`src/pkg/host_port_pkg.sv`:
```
/*
  host_port_pkg: register offsets, field positions, reset values and counts
  for the host port, timer and interrupt block.
  assumes the host bus is 8 bits wide with a 256-byte address space.
*/
package host_port_pkg;

    // directly addressed registers
    localparam logic [7:0] OFF_RUN_CTRL = 8'h00;
    localparam logic [7:0] OFF_IEN_LO = 8'h02;
    localparam logic [7:0] OFF_IEN_HI = 8'h03;
    localparam logic [7:0] OFF_TIMER_CAUSE = 8'h04;
    localparam logic [7:0] OFF_ALARM_CAUSE = 8'h05;
    localparam logic [7:0] OFF_SPAD_RSEL = 8'h08;
    localparam logic [7:0] OFF_SPAD_WSEL = 8'h09;
    localparam logic [7:0] OFF_METER_LO = 8'h0a;
    localparam logic [7:0] OFF_METER_HI = 8'h0b;
    localparam logic [7:0] OFF_RELOAD_TRIG = 8'h0c;
    localparam logic [7:0] OFF_RUN_ENABLE = 8'h0d;
    localparam logic [7:0] OFF_AUTO_RELOAD = 8'h0e;
    localparam logic [7:0] OFF_INTERVAL_BASE = 8'h10;
    localparam logic [7:0] OFF_INTERVAL_LAST = 8'h1f;
    localparam logic [7:0] OFF_WINDOW_BASE = 8'h7c;

    // field position and block sizes
    localparam int RUN_MODE_BIT = 0;
    localparam int NUM_TIMERS = 8;
    localparam int NUM_STARTUP = 4;
    localparam int NUM_ALARMS = 4;
    localparam int WINDOW_BYTES = 4;
    localparam int SPAD_BYTES = 64;

    // reset values
    localparam logic [7:0] RST_BYTE = 8'h00;
    localparam logic [15:0] RST_COUNT = 16'h0000;

    // counts
    localparam int PRESCALE_DIV = 1024;
    localparam int SYNC_STAGES = 3;

    // pin group sampled through the synchroniser
    typedef struct packed {
        logic cs_n;
        logic rd_ds_n;
        logic wr_rw;
        logic ale;
        logic style;
        logic mux;
        logic sym;
        logic [NUM_ALARMS-1:0] alarm;
        logic [7:0] ad;
        logic [7:0] addr;
    } host_pins_t;

    // idle pin levels; filter resets here so no false edge follows reset
    localparam host_pins_t PINS_IDLE = '{cs_n: 1'b1, rd_ds_n: 1'b1, wr_rw: 1'b1, ale: 1'b0,
        style: 1'b0, mux: 1'b0, sym: 1'b0, alarm: '0, ad: 8'h00, addr: 8'h00};

    // captured host write
    typedef struct packed {
        logic [7:0] addr;
        logic [7:0] data;
    } host_write_t;

endpackage

```
`src/rtl/host_port_timers_irq.sv`:
```
/*
  host_port_timers_irq: host bus slave, indirect scratch pad access, eight
  down counters with prescaler, twelve-source interrupt unit with masks.
  assumes every pin is asynchronous to clk and that the symbol clock and the
  host strobes are much slower than clk, so the three-stage filter sees them.
*/
// Operation
// indirect RAMs share one four-byte data window at 0x7c-0x7f; code also decodes 0x80-0xff as that window
// each RAM has read-select and write-select registers launching access
// read-select write puts location bytes in window; host waits two symbols
// host loads window then write-select; window contents are kept
// RAM access runs on symbol clock; host spaces accesses two symbols apart
// multiplexed mode captures address from shared bus at address-latch fall
// read drives bus while select and read strobe low; ends at either rise
// write taken while select and write strobe low; direction line brackets
// separate-bus mode takes address from dedicated address bus
// twelve sources combine onto one request output
// mask register bits enable each source onto the request
// timer causes and alarm causes reported in two cause registers
// timer status sets only on counter transition to zero
// alarm status cannot be cleared while its alarm is present
// request pin only pulls low or floats, open drain
// reset clears run-mode bit 0 of run control register
// eight down counters loaded from two-byte interval registers
// one written to restart bit reloads that timer
// enable bit lets timer count; continuous bit reloads after time-out
// four start-up timers share divide-by-1024 prescaler
// other four timers decrement once per symbol
// 64-byte scratch pad reachable through indirect access
// style pin high selects direction line and data strobe
// multiplex pin high puts address and data on shared pins
// reading meter low byte latches meter high byte
// disabled timer holds its count and raises no time-out
`timescale 1ns/10ps
module host_port_timers_irq
    import host_port_pkg::*;
#(
    parameter int PRESCALE = PRESCALE_DIV
) (
    // clock and reset
    input wire logic clk,
    input wire logic arst_n,
    // host bus strobes and mode straps
    input wire logic cs_n,
    input wire logic rd_ds_n,
    input wire logic wr_rw,
    input wire logic ale,
    input wire logic bus_style_sel,
    input wire logic mux_bus_sel,
    // host address and data
    input wire logic [7:0] addr,
    input wire logic [7:0] ad_i,
    output logic [7:0] ad_o,
    output logic ad_oe,
    // interrupt request, open drain
    output logic irq_n_o,
    output logic irq_n_oe,
    // line side status
    input wire logic symbol_clock,
    input wire logic [NUM_ALARMS-1:0] alarm_level,
    input wire logic [15:0] meter_value,
    output logic run_mode
);

    // refuse prescaler values the counter width cannot serve
    if (PRESCALE < 2 || PRESCALE > 65536) begin : g_bad_prescale
        $error("PRESCALE out of range");
    end

    localparam int PW = (PRESCALE > 2) ? $clog2(PRESCALE) : 1;
    localparam logic [PW-1:0] PRE_LAST = PW'(PRESCALE - 1);

    // offset decode shared by read and write paths
    function automatic logic is_interval(input logic [7:0] a);
        return (a >= OFF_INTERVAL_BASE) && (a <= OFF_INTERVAL_LAST);
    endfunction

    function automatic logic is_window(input logic [7:0] a);
        return a >= OFF_WINDOW_BASE;
    endfunction

    // three-stage pin filter; stage one only feeds stage two
    host_pins_t raw;
    host_pins_t s1_q, s2_q, s3_q, f_q;
    assign raw = '{cs_n: cs_n, rd_ds_n: rd_ds_n, wr_rw: wr_rw, ale: ale,
                   style: bus_style_sel, mux: mux_bus_sel, sym: symbol_clock,
                   alarm: alarm_level, ad: ad_i, addr: addr};

    always_ff @(posedge clk or negedge arst_n) begin
        if (!arst_n) begin
            s1_q <= PINS_IDLE;
            s2_q <= PINS_IDLE;
            s3_q <= PINS_IDLE;
            f_q <= PINS_IDLE;
        end else begin
            s1_q <= raw;
            s2_q <= s1_q;
            s3_q <= s2_q;
            // a bit moves only when the last two stages agree
            f_q <= (s2_q & ~(s2_q ^ s3_q)) | (f_q & (s2_q ^ s3_q));
        end
    end

    // strobe decode for both bus styles
    logic rd_act, wr_act, act;
    logic act_q, ale_q, sym_q;
    logic [7:0] ale_addr_q, cur_addr;
    host_write_t wcap_q;
    logic rd_start, sym_tick;

    always_comb begin
        // strobe style select
        if (f_q.style) begin
            rd_act = !f_q.cs_n && !f_q.rd_ds_n && f_q.wr_rw;
            wr_act = !f_q.cs_n && !f_q.rd_ds_n && !f_q.wr_rw;
        end else begin
            rd_act = !f_q.cs_n && !f_q.rd_ds_n;
            wr_act = !f_q.cs_n && !f_q.wr_rw;
        end
        act = rd_act || wr_act;
    end

    // address source select
    assign cur_addr = f_q.mux ? ale_addr_q : f_q.addr;
    assign rd_start = rd_act && !act_q;
    assign sym_tick = f_q.sym && !sym_q;

    // edge history of strobes and symbol clock
    always_ff @(posedge clk or negedge arst_n) begin
        if (!arst_n) begin
            act_q <= 1'b0;
            ale_q <= 1'b0;
            sym_q <= 1'b0;
        end else begin
            act_q <= act;
            ale_q <= f_q.ale;
            sym_q <= f_q.sym;
        end
    end

    // address latched at address-latch fall
    always_ff @(posedge clk or negedge arst_n) begin
        if (!arst_n) begin
            ale_addr_q <= RST_BYTE;
        end else if (ale_q && !f_q.ale) begin
            ale_addr_q <= f_q.ad;
        end
    end

    // write captured while strobes low
    // separate bus supplies address via cur_addr
    logic wr_seen_q;
    always_ff @(posedge clk or negedge arst_n) begin
        if (!arst_n) begin
            wcap_q <= '0;
            wr_seen_q <= 1'b0;
        end else begin
            if (wr_act) begin
                wcap_q <= '{addr: cur_addr, data: f_q.ad};
            end
            wr_seen_q <= wr_act ? 1'b1 : (act ? wr_seen_q : 1'b0);
        end
    end
    // commit once the write strobe or select rises
    logic commit;
    assign commit = wr_seen_q && !wr_act;

    function automatic logic hit(input logic [7:0] a);
        return commit && (wcap_q.addr == a);
    endfunction

    // plain control registers
    logic [7:0] run_ctrl_q, ien_lo_q, ien_hi_q, run_en_q, auto_q, trig_q;
    always_ff @(posedge clk or negedge arst_n) begin
        if (!arst_n) begin
            // run mode cleared, transceiver inactive
            run_ctrl_q <= RST_BYTE;
            ien_lo_q <= RST_BYTE;
            ien_hi_q <= RST_BYTE;
            run_en_q <= RST_BYTE;
            auto_q <= RST_BYTE;
        end else begin
            if (hit(OFF_RUN_CTRL)) run_ctrl_q <= wcap_q.data;
            if (hit(OFF_IEN_LO)) ien_lo_q <= wcap_q.data;
            if (hit(OFF_IEN_HI)) ien_hi_q <= {4'h0, wcap_q.data[3:0]};
            if (hit(OFF_RUN_ENABLE)) run_en_q <= wcap_q.data;
            if (hit(OFF_AUTO_RELOAD)) auto_q <= wcap_q.data;
        end
    end

    // restart bits act as one-cycle events
    always_ff @(posedge clk or negedge arst_n) begin
        if (!arst_n) begin
            trig_q <= RST_BYTE;
        end else begin
            trig_q <= hit(OFF_RELOAD_TRIG) ? wcap_q.data : RST_BYTE;
        end
    end

    // interval registers, low byte at even offset
    logic [7:0] ival_q [2*NUM_TIMERS];
    always_ff @(posedge clk or negedge arst_n) begin
        if (!arst_n) begin
            for (int k = 0; k < 2*NUM_TIMERS; k++) ival_q[k] <= RST_BYTE;
        end else if (commit && is_interval(wcap_q.addr)) begin
            ival_q[wcap_q.addr[3:0]] <= wcap_q.data;
        end
    end

    // shared prescaler for the start-up timers
    logic [PW-1:0] pre_q;
    logic pre_tick;
    assign pre_tick = sym_tick && (pre_q == PRE_LAST);
    always_ff @(posedge clk or negedge arst_n) begin
        if (!arst_n) begin
            pre_q <= '0;
        end else if (sym_tick) begin
            pre_q <= (pre_q == PRE_LAST) ? '0 : pre_q + 1'b1;
        end
    end

    // down counters
    logic [15:0] cnt_q [NUM_TIMERS];
    logic [NUM_TIMERS-1:0] zero_ev;
    for (genvar i = 0; i < NUM_TIMERS; i++) begin : g_timer
        logic step;
        logic [15:0] ival;
        assign ival = {ival_q[2*i+1], ival_q[2*i]};
        // symbol-rate timers step every symbol
        assign step = (i < NUM_STARTUP) ? pre_tick : sym_tick;
        // time-out only on transition to zero
        // disabled timer never steps
        assign zero_ev[i] = run_en_q[i] && step && !trig_q[i] && (cnt_q[i] == 16'h0001);
        always_ff @(posedge clk or negedge arst_n) begin
            if (!arst_n) begin
                cnt_q[i] <= RST_COUNT;
            end else if (trig_q[i]) begin
                cnt_q[i] <= ival; // reload on restart
            end else if (run_en_q[i] && step) begin
                // continuous reload after time-out, else hold at zero
                if (cnt_q[i] != RST_COUNT) begin
                    cnt_q[i] <= cnt_q[i] - 16'h0001;
                end else if (auto_q[i]) begin
                    cnt_q[i] <= ival;
                end
            end
        end
    end

    // cause registers; host write of zero clears, hardware set wins
    logic [7:0] tcause_q, acause_q;
    logic [7:0] twmask, awmask;
    assign twmask = hit(OFF_TIMER_CAUSE) ? wcap_q.data : 8'hff;
    assign awmask = hit(OFF_ALARM_CAUSE) ? wcap_q.data : 8'hff;
    always_ff @(posedge clk or negedge arst_n) begin
        if (!arst_n) begin
            tcause_q <= RST_BYTE;
            acause_q <= RST_BYTE;
        end else begin
            // timer causes and alarm causes kept apart
            tcause_q <= (tcause_q & twmask) | zero_ev;
            // live alarm level keeps its bit set
            acause_q <= (acause_q & awmask & 8'h0f) | {4'h0, f_q.alarm};
        end
    end

    // twelve sources onto one request
    // only enabled sources pull the pin
    // output level fixed low, enable drives it
    always_ff @(posedge clk or negedge arst_n) begin
        if (!arst_n) begin
            irq_n_o <= 1'b0;
            irq_n_oe <= 1'b0;
        end else begin
            irq_n_o <= 1'b0;
            irq_n_oe <= |(tcause_q & ien_lo_q) || |(acause_q & ien_hi_q);
        end
    end

    // meter high byte frozen when low byte is read
    logic [7:0] meter_hold_q;
    always_ff @(posedge clk or negedge arst_n) begin
        if (!arst_n) begin
            meter_hold_q <= RST_BYTE;
        end else if (rd_start && cur_addr == OFF_METER_LO) begin
            meter_hold_q <= meter_value[15:8];
        end
    end

    // shared data window; R22 scratch pad storage
    logic [7:0] win_q [WINDOW_BYTES];
    logic [7:0] spad_q [SPAD_BYTES];
    logic [5:0] rloc_q, wloc_q;
    logic rpend_q, wpend_q;

    // select writes launch the access
    // access waits for the next symbol edge
    always_ff @(posedge clk or negedge arst_n) begin
        if (!arst_n) begin
            rloc_q <= '0;
            wloc_q <= '0;
            rpend_q <= 1'b0;
            wpend_q <= 1'b0;
        end else begin
            if (hit(OFF_SPAD_RSEL)) begin
                rloc_q <= wcap_q.data[5:0];
                rpend_q <= 1'b1;
            end else if (sym_tick) begin
                rpend_q <= 1'b0;
            end
            if (hit(OFF_SPAD_WSEL)) begin
                wloc_q <= wcap_q.data[5:0];
                wpend_q <= 1'b1;
            end else if (sym_tick) begin
                wpend_q <= 1'b0;
            end
        end
    end

    // read result lands in window byte zero
    // window holds its bytes until host or a read replaces them
    always_ff @(posedge clk or negedge arst_n) begin
        if (!arst_n) begin
            for (int k = 0; k < WINDOW_BYTES; k++) win_q[k] <= RST_BYTE;
        end else begin
            if (commit && is_window(wcap_q.addr)) begin
                win_q[wcap_q.addr[1:0]] <= wcap_q.data;
            end else if (sym_tick && rpend_q) begin
                win_q[0] <= spad_q[rloc_q];
            end
        end
    end

    // scratch pad written from window byte zero
    always_ff @(posedge clk or negedge arst_n) begin
        if (!arst_n) begin
            for (int k = 0; k < SPAD_BYTES; k++) spad_q[k] <= RST_BYTE;
        end else if (sym_tick && wpend_q) begin
            spad_q[wloc_q] <= win_q[0];
        end
    end

    // read mux; offsets 0x80-0xff alias the window, other unmapped offsets read zero
    logic [7:0] rdata;
    always_comb begin
        rdata = RST_BYTE;
        if (is_window(cur_addr)) begin
            rdata = win_q[cur_addr[1:0]];
        end else if (is_interval(cur_addr)) begin
            rdata = ival_q[cur_addr[3:0]];
        end else begin
            unique case (cur_addr)
                OFF_RUN_CTRL: rdata = run_ctrl_q;
                OFF_IEN_LO: rdata = ien_lo_q;
                OFF_IEN_HI: rdata = ien_hi_q;
                OFF_TIMER_CAUSE: rdata = tcause_q;
                OFF_ALARM_CAUSE: rdata = acause_q;
                OFF_SPAD_RSEL: rdata = {2'b00, rloc_q};
                OFF_SPAD_WSEL: rdata = {2'b00, wloc_q};
                OFF_METER_LO: rdata = meter_value[7:0];
                OFF_METER_HI: rdata = meter_hold_q;
                OFF_RUN_ENABLE: rdata = run_en_q;
                OFF_AUTO_RELOAD: rdata = auto_q;
                default: rdata = RST_BYTE;
            endcase
        end
    end

    // drive bus only while read strobe and select are low
    always_ff @(posedge clk or negedge arst_n) begin
        if (!arst_n) begin
            ad_o <= RST_BYTE;
            ad_oe <= 1'b0;
        end else begin
            ad_o <= rdata;
            ad_oe <= rd_act;
        end
    end

    // run mode output, bit 0 of run control
    always_ff @(posedge clk or negedge arst_n) begin
        if (!arst_n) begin
            run_mode <= 1'b0;
        end else begin
            run_mode <= run_ctrl_q[RUN_MODE_BIT];
        end
    end

endmodule

```
`config.mk`:
```
export PLATFORM = sky130hd
export DESIGN_NAME = host_port_timers_irq
export DESIGN_NICKNAME = d
export VERILOG_FILES = /design/src/pkg/host_port_pkg.sv /design/src/rtl/host_port_timers_irq.sv
export SDC_FILE = /design/constraint.sdc
export NUM_CORES = 2
export LEC_CHECK = 0
export BUFFER_PORTS_ARGS = -buffer_cell sky130_fd_sc_hd__buf_4
export CORE_MARGIN = 2
export CORE_UTILIZATION = 65
export CTS_CLUSTER_SIZE = 12
export DETAILED_ROUTE_END_ITERATION = 10
export PLACE_DENSITY_LB_ADDON = 0.12
export SYNTH_ARGS = -nofsm -noshare
export SYNTH_HDL_FRONTEND = slang
export SYNTH_SLANG_ARGS = --single-unit
```
`constraint.sdc`:
```
create_clock -name clk -period 3.45 [get_ports clk]
set_input_delay 0.5175 -clock clk [delete_from_list [all_inputs] [get_ports clk]]
set_output_delay 0.5175 -clock clk [all_outputs]
set_load 0.02 [all_outputs]
```
==> tab_implementation.tex <==
\begin{tabular}{lr}
\hline
Metric & Value \\
\hline
\multicolumn{2}{l}{\textbf{Outcome}} \\
\quad Result of the run & finished, final reports clean \\
\multicolumn{2}{l}{\textbf{Timing}} \\
\quad Slew at the pin closest to its max-slew limit & 1270 ps \\
\quad Final Max Slew Viols & 0 \\
\quad Fin Setup TNS & 0 ps \\
\quad Final cycle utilization of the critical path & 89.1\% \\
\quad Worst Clk Skew & 26.3 ps \\
\quad Maximum clock frequency & 325 MHz \\
\quad Final period demand of the worst path & 3070 ps \\
\quad Slew margin rel. & 14.7\% \\
\quad Hold Fails Final Rpt & 0 \\
\quad Setup WS post-layout & 377 ps \\
\quad Number of endpoints failing setup at the final stage & 0 \\
\quad RSZ-0062 raised after global routing & no \\
\multicolumn{2}{l}{\textbf{Synthesis}} \\
\quad Post-synthesis sequential element count & 1035 \\
\quad Compound-cell area share of the yosys netlist & 9.36\% \\
\quad Post-Synth Adder-Cell Area & 1.22\% \\
\quad Cell taking the most area after synthesis & dfrtp\_1 \\
\quad Cell Area, Synth & 47700 um\^{}2 \\
\quad Mux contribution to synthesized area & 24.3\% \\
\quad Yosys warning count & 0 \\
\quad Most instantiated flip-flop cell in the synthesis netlist & dfrtp\_1 \\
\quad Post-synthesis share of cell area spent on xor and xnor gates & 0.129\% \\
\quad Post-synth EDFFs & 0 \\
\quad Number of unique standard cell types used by synthesis & 87 \\
\quad Synth async-reset ratio & 100\% \\
\quad Cell count after synthesis & 3714 \\
\quad Cells taking the most area after synthesis & dfrtp\_1 (54\%), mux2\_2 (17\%), mux4\_2 (6.1\%) \\
\quad Sequential cell area fraction in the yosys report & 54.3\% \\
\quad Net Count, Synth & 3784 \\
\quad Simple-gate share of the synthesized area & 8.04\% \\
\quad Synth top area share & 53.7\% \\
\quad Mapped Avg Cell Area & 12.8 um\^{}2 \\
\quad Dominant combinational cell family by area after synthesis & multiplexers \\
\multicolumn{2}{l}{\textbf{Job}} \\
\quad Total of max-cap violations & 0 \\
\multicolumn{2}{l}{\textbf{Cells and area}} \\
\quad Core occupancy in the finished layout & 72.7\% \\
\quad Total of fill cells in the finished design & 4771 \\
\quad Synthesis-to-finish area growth & 11.0\% \\
\quad Area occupied by multi-input gates & 20500 um\^{}2 \\
\quad Share of layout cells above drive strength 1 & 33.3\% \\
\quad Antenna diode instance count & 0 \\
\quad Sequential standard cell area & 25900 um\^{}2 \\
\quad Post-Layout Inst Area & 53000 um\^{}2 \\
\quad NumNets Final & 3845 \\
\multicolumn{2}{l}{\textbf{Detailed routing}} \\
\quad Average wire length per cell after detail routing & 26.8 um \\
\quad Drt first pass iters & 8 \\
\quad Total number of vias & 32513 \\
\quad First-iteration detailed-routing DRC count & 2956 \\
\quad Overall routed net length & 129000 um \\
\quad Vias per inst & 6.75 \\
\quad Number of design rule violations left after detail routing & 0 \\
\quad DRT antenna net count & 0 \\
\multicolumn{2}{l}{\textbf{Power and ir drop}} \\
\quad Power per unit of standard cell area & 718 nW/um\^{}2 \\
\quad Worst IR Drop VDD & 0.638 mV \\
\quad Leakage dissipation & 24.4 nW \\
\quad Total Power Consumption & 0.0380 W \\
\multicolumn{2}{l}{\textbf{Clock network}} \\
\quad Number of buffers added by the clock tree synthesis step & 105 \\
\quad Worst-skew pair later-pin latency & 680 ps \\
\quad Clock Root Buffer & clkbuf\_16 \\
\quad Clock tree from TritonCTS & built \\
\quad Setup repair bufs after CTS & 0 \\
\quad Sinks on Clock Net & 1035 \\
\quad Max Root-Sink Buffers & 3 \\
\quad Level count of the clock H-tree & 3 \\
\quad Clock-pin slew on the worst setup and hold paths & 60 ps \\
\multicolumn{2}{l}{\textbf{Setup path}} \\
\quad Worst EP required & 4050 ps \\
\quad Critical path type & reg -> reg \\
\quad Arrival time of data at the critical path endpoint & 3680 ps \\
\quad Largest fanout on the critical path & 33 \\
\quad Type of origin of the critical path & register \\
\quad Setup crit end kind & register \\
\multicolumn{2}{l}{\textbf{Place}} \\
\quad Standard cell area after detailed placement & 49400 um\^{}2 \\
\quad IO buf count & 55 \\
\quad Placed wire-length estimate after detailed placement & 86500 um \\
\quad Final weighted congestion in routability-driven placement & 0.935 \\
\quad DP Worst Slack & 499 ps \\
\multicolumn{2}{l}{\textbf{Floorplan}} \\
\quad Y dimension of the die & 275 um \\
\quad Width of the die & 275 um \\
\quad Count of pins on the block boundary & 57 \\
\quad Floorplan row count & 99 \\
\quad Standard cell core area & 72800 um\^{}2 \\
\quad Initial core utilization & 65.5\% \\
\quad Die ar. & 75600 um\^{}2 \\
\multicolumn{2}{l}{\textbf{Global routing}} \\
\quad Largest net degree at the start of global routing & 92 \\
\quad Tot GR Track Use & 35.0\% \\
\quad First-pass GRT wire length & 202000 um \\
\quad Final global-route overflow total & 0 \\
\quad Vias in the first global route & 33609 \\
\quad Number of antenna violations at the first check in global routing & 0 \\
\multicolumn{2}{l}{\textbf{Min path}} \\
\quad Min-Delay Path Class & in -> reg \\
\hline
\end{tabular}
## stage by stage
stage	instances	hold WS, ps
6_report	4814	97.8
5_1_grt	4814	70.1
4_1_cts	4814	71.8
3_5_place_dp	4599	335
3_3_place_gp	4599	336
2_1_floorplan	3714	222
## where the power goes
group | total (W) | switching, W | leakage [nW] | internal [W]
logic | 0.0119 | 0.00761 | 8.74 | 0.00427
registers | 0.0152 | 0.00197 | 14.0 | 0.0132
clock network | 0.0110 | 0.00475 | 1.61 | 0.00625
## cells in the final DEF, fill, tap and decap left out, types with 14 or more instances in the layout
master and instances:
a21oi_1 155, a221oi_1 35, a22oi_1 108, a31oi_1 31, and2_1 17, and3_1 16
buf_12 18, buf_4 148, clkbuf_1 40, clkbuf_16 107, clkbuf_8 25, dfrtp_1 1012
dlygate4sd3_1 28, ha_1 25, inv_1 56, maj3_1 27, mux2_2 718, mux2i_1 48
mux4_2 130, nand2_1 178, nand2b_1 14, nand3_1 82, nand4_1 23, nor2_1 166
nor2_2 40, nor3_1 57, nor4_1 31, o211ai_1 14, o21ai_0 168, o22a_1 19
o22ai_1 14
## flip-flops by register name (all words and copies together), names as in the netlist, 10 cells and up, named ones only
signal	flops
cnt_q	128
g_timer.ival	128
pre_q	10
s1_q	27
s2_q	27
s3_q	27
spad_q	512
wcap_q	16
win_q	32
## timing repair
item / in CTS / in global routing
hold buffers: 28 / 0
endpoints found under the setup margin: 0 / 0
gates resized for setup: 0 / 0
hold endpoints to repair: 76 / 0
## worst max-delay path: stages (launching register included)
cell	delay, ps
dfrtp_4	910
buf_12	320
mux2i_1	130
a221oi_1	680
a21oi_1	80
o211ai_1	390
nand3_1	280
nand3_1	180
## area by class of cell
type | count | area share (%)
Sequential cell | 1035 | 49.0
Multi-Input combinational cell | 2381 | 38.8
Clock buffer | 172 | 5.99
Timing Repair Buffer | 195 | 3.34
Tap cell | 959 | 2.27
Inverter | 57 | 0.404
Clock inverter | 15 | 0.248
## cells in the mapped netlist, types with 23 or more instances
library cell and count:
nor3_1 57, ha_1 25, mux2_2 718, nor4_1 31
maj3_1 27, nand4_1 23, a31oi_1 32, nand2_1 178
a221oi_1 35, inv_1 56, dfrtp_1 1023, nand3_1 82
mux4_2 130, nor2_1 166, o21ai_0 168, a22oi_1 108
mux2i_1 48, a21oi_1 155, nor2_2 40, clkbuf_1 161
buf_2 58
## per-layer routing
layer | vias to the layer above | global-route usage [%] | wire length [um]
met5 | - | 0 | 0
met4 | 0 | 15.7 | 6330
met3 | 326 | 4.94 | 7300
met2 | 1220 | 58.6 | 64300
met1 | 16984 | 45.8 | 51100
li1 | 13983 | - | -
## kinds of logic (layout without fill, tap and decap cells)
logic type	count (synthesis)	count (layout)
xor+xnor	7	7
other cells	1	1
simple gates	738	738
flops	1035	1035
compound gates	679	679
mux	904	904
fa+ha+maj	52	52
buf+inv	298	439
## path summary, 6_finish.rpt
| kind | startpoint | end | slack [ps] | cells after the start |
|---|---|---|---|---|
| setup / recovery | rloc_q[0] | win_q[27] | 380 | 7 |
| hold / removal | meter_value[10] | meter_hold_q[2] | 100 | 2 |
| setup reg to reg | rloc_q[0] | win_q[27] | 380 | 7 |
| hold reg to reg | s1_q[18] | s2_q[18] | 340 | 0 |
| max in group asynchronous | arst_n | spad_q[75] | 1950 | 3 |
| min in group asynchronous | arst_n | cnt_q[42] | 480 | 2 |
Note: power is estimated with default switching activity, not from simulation.
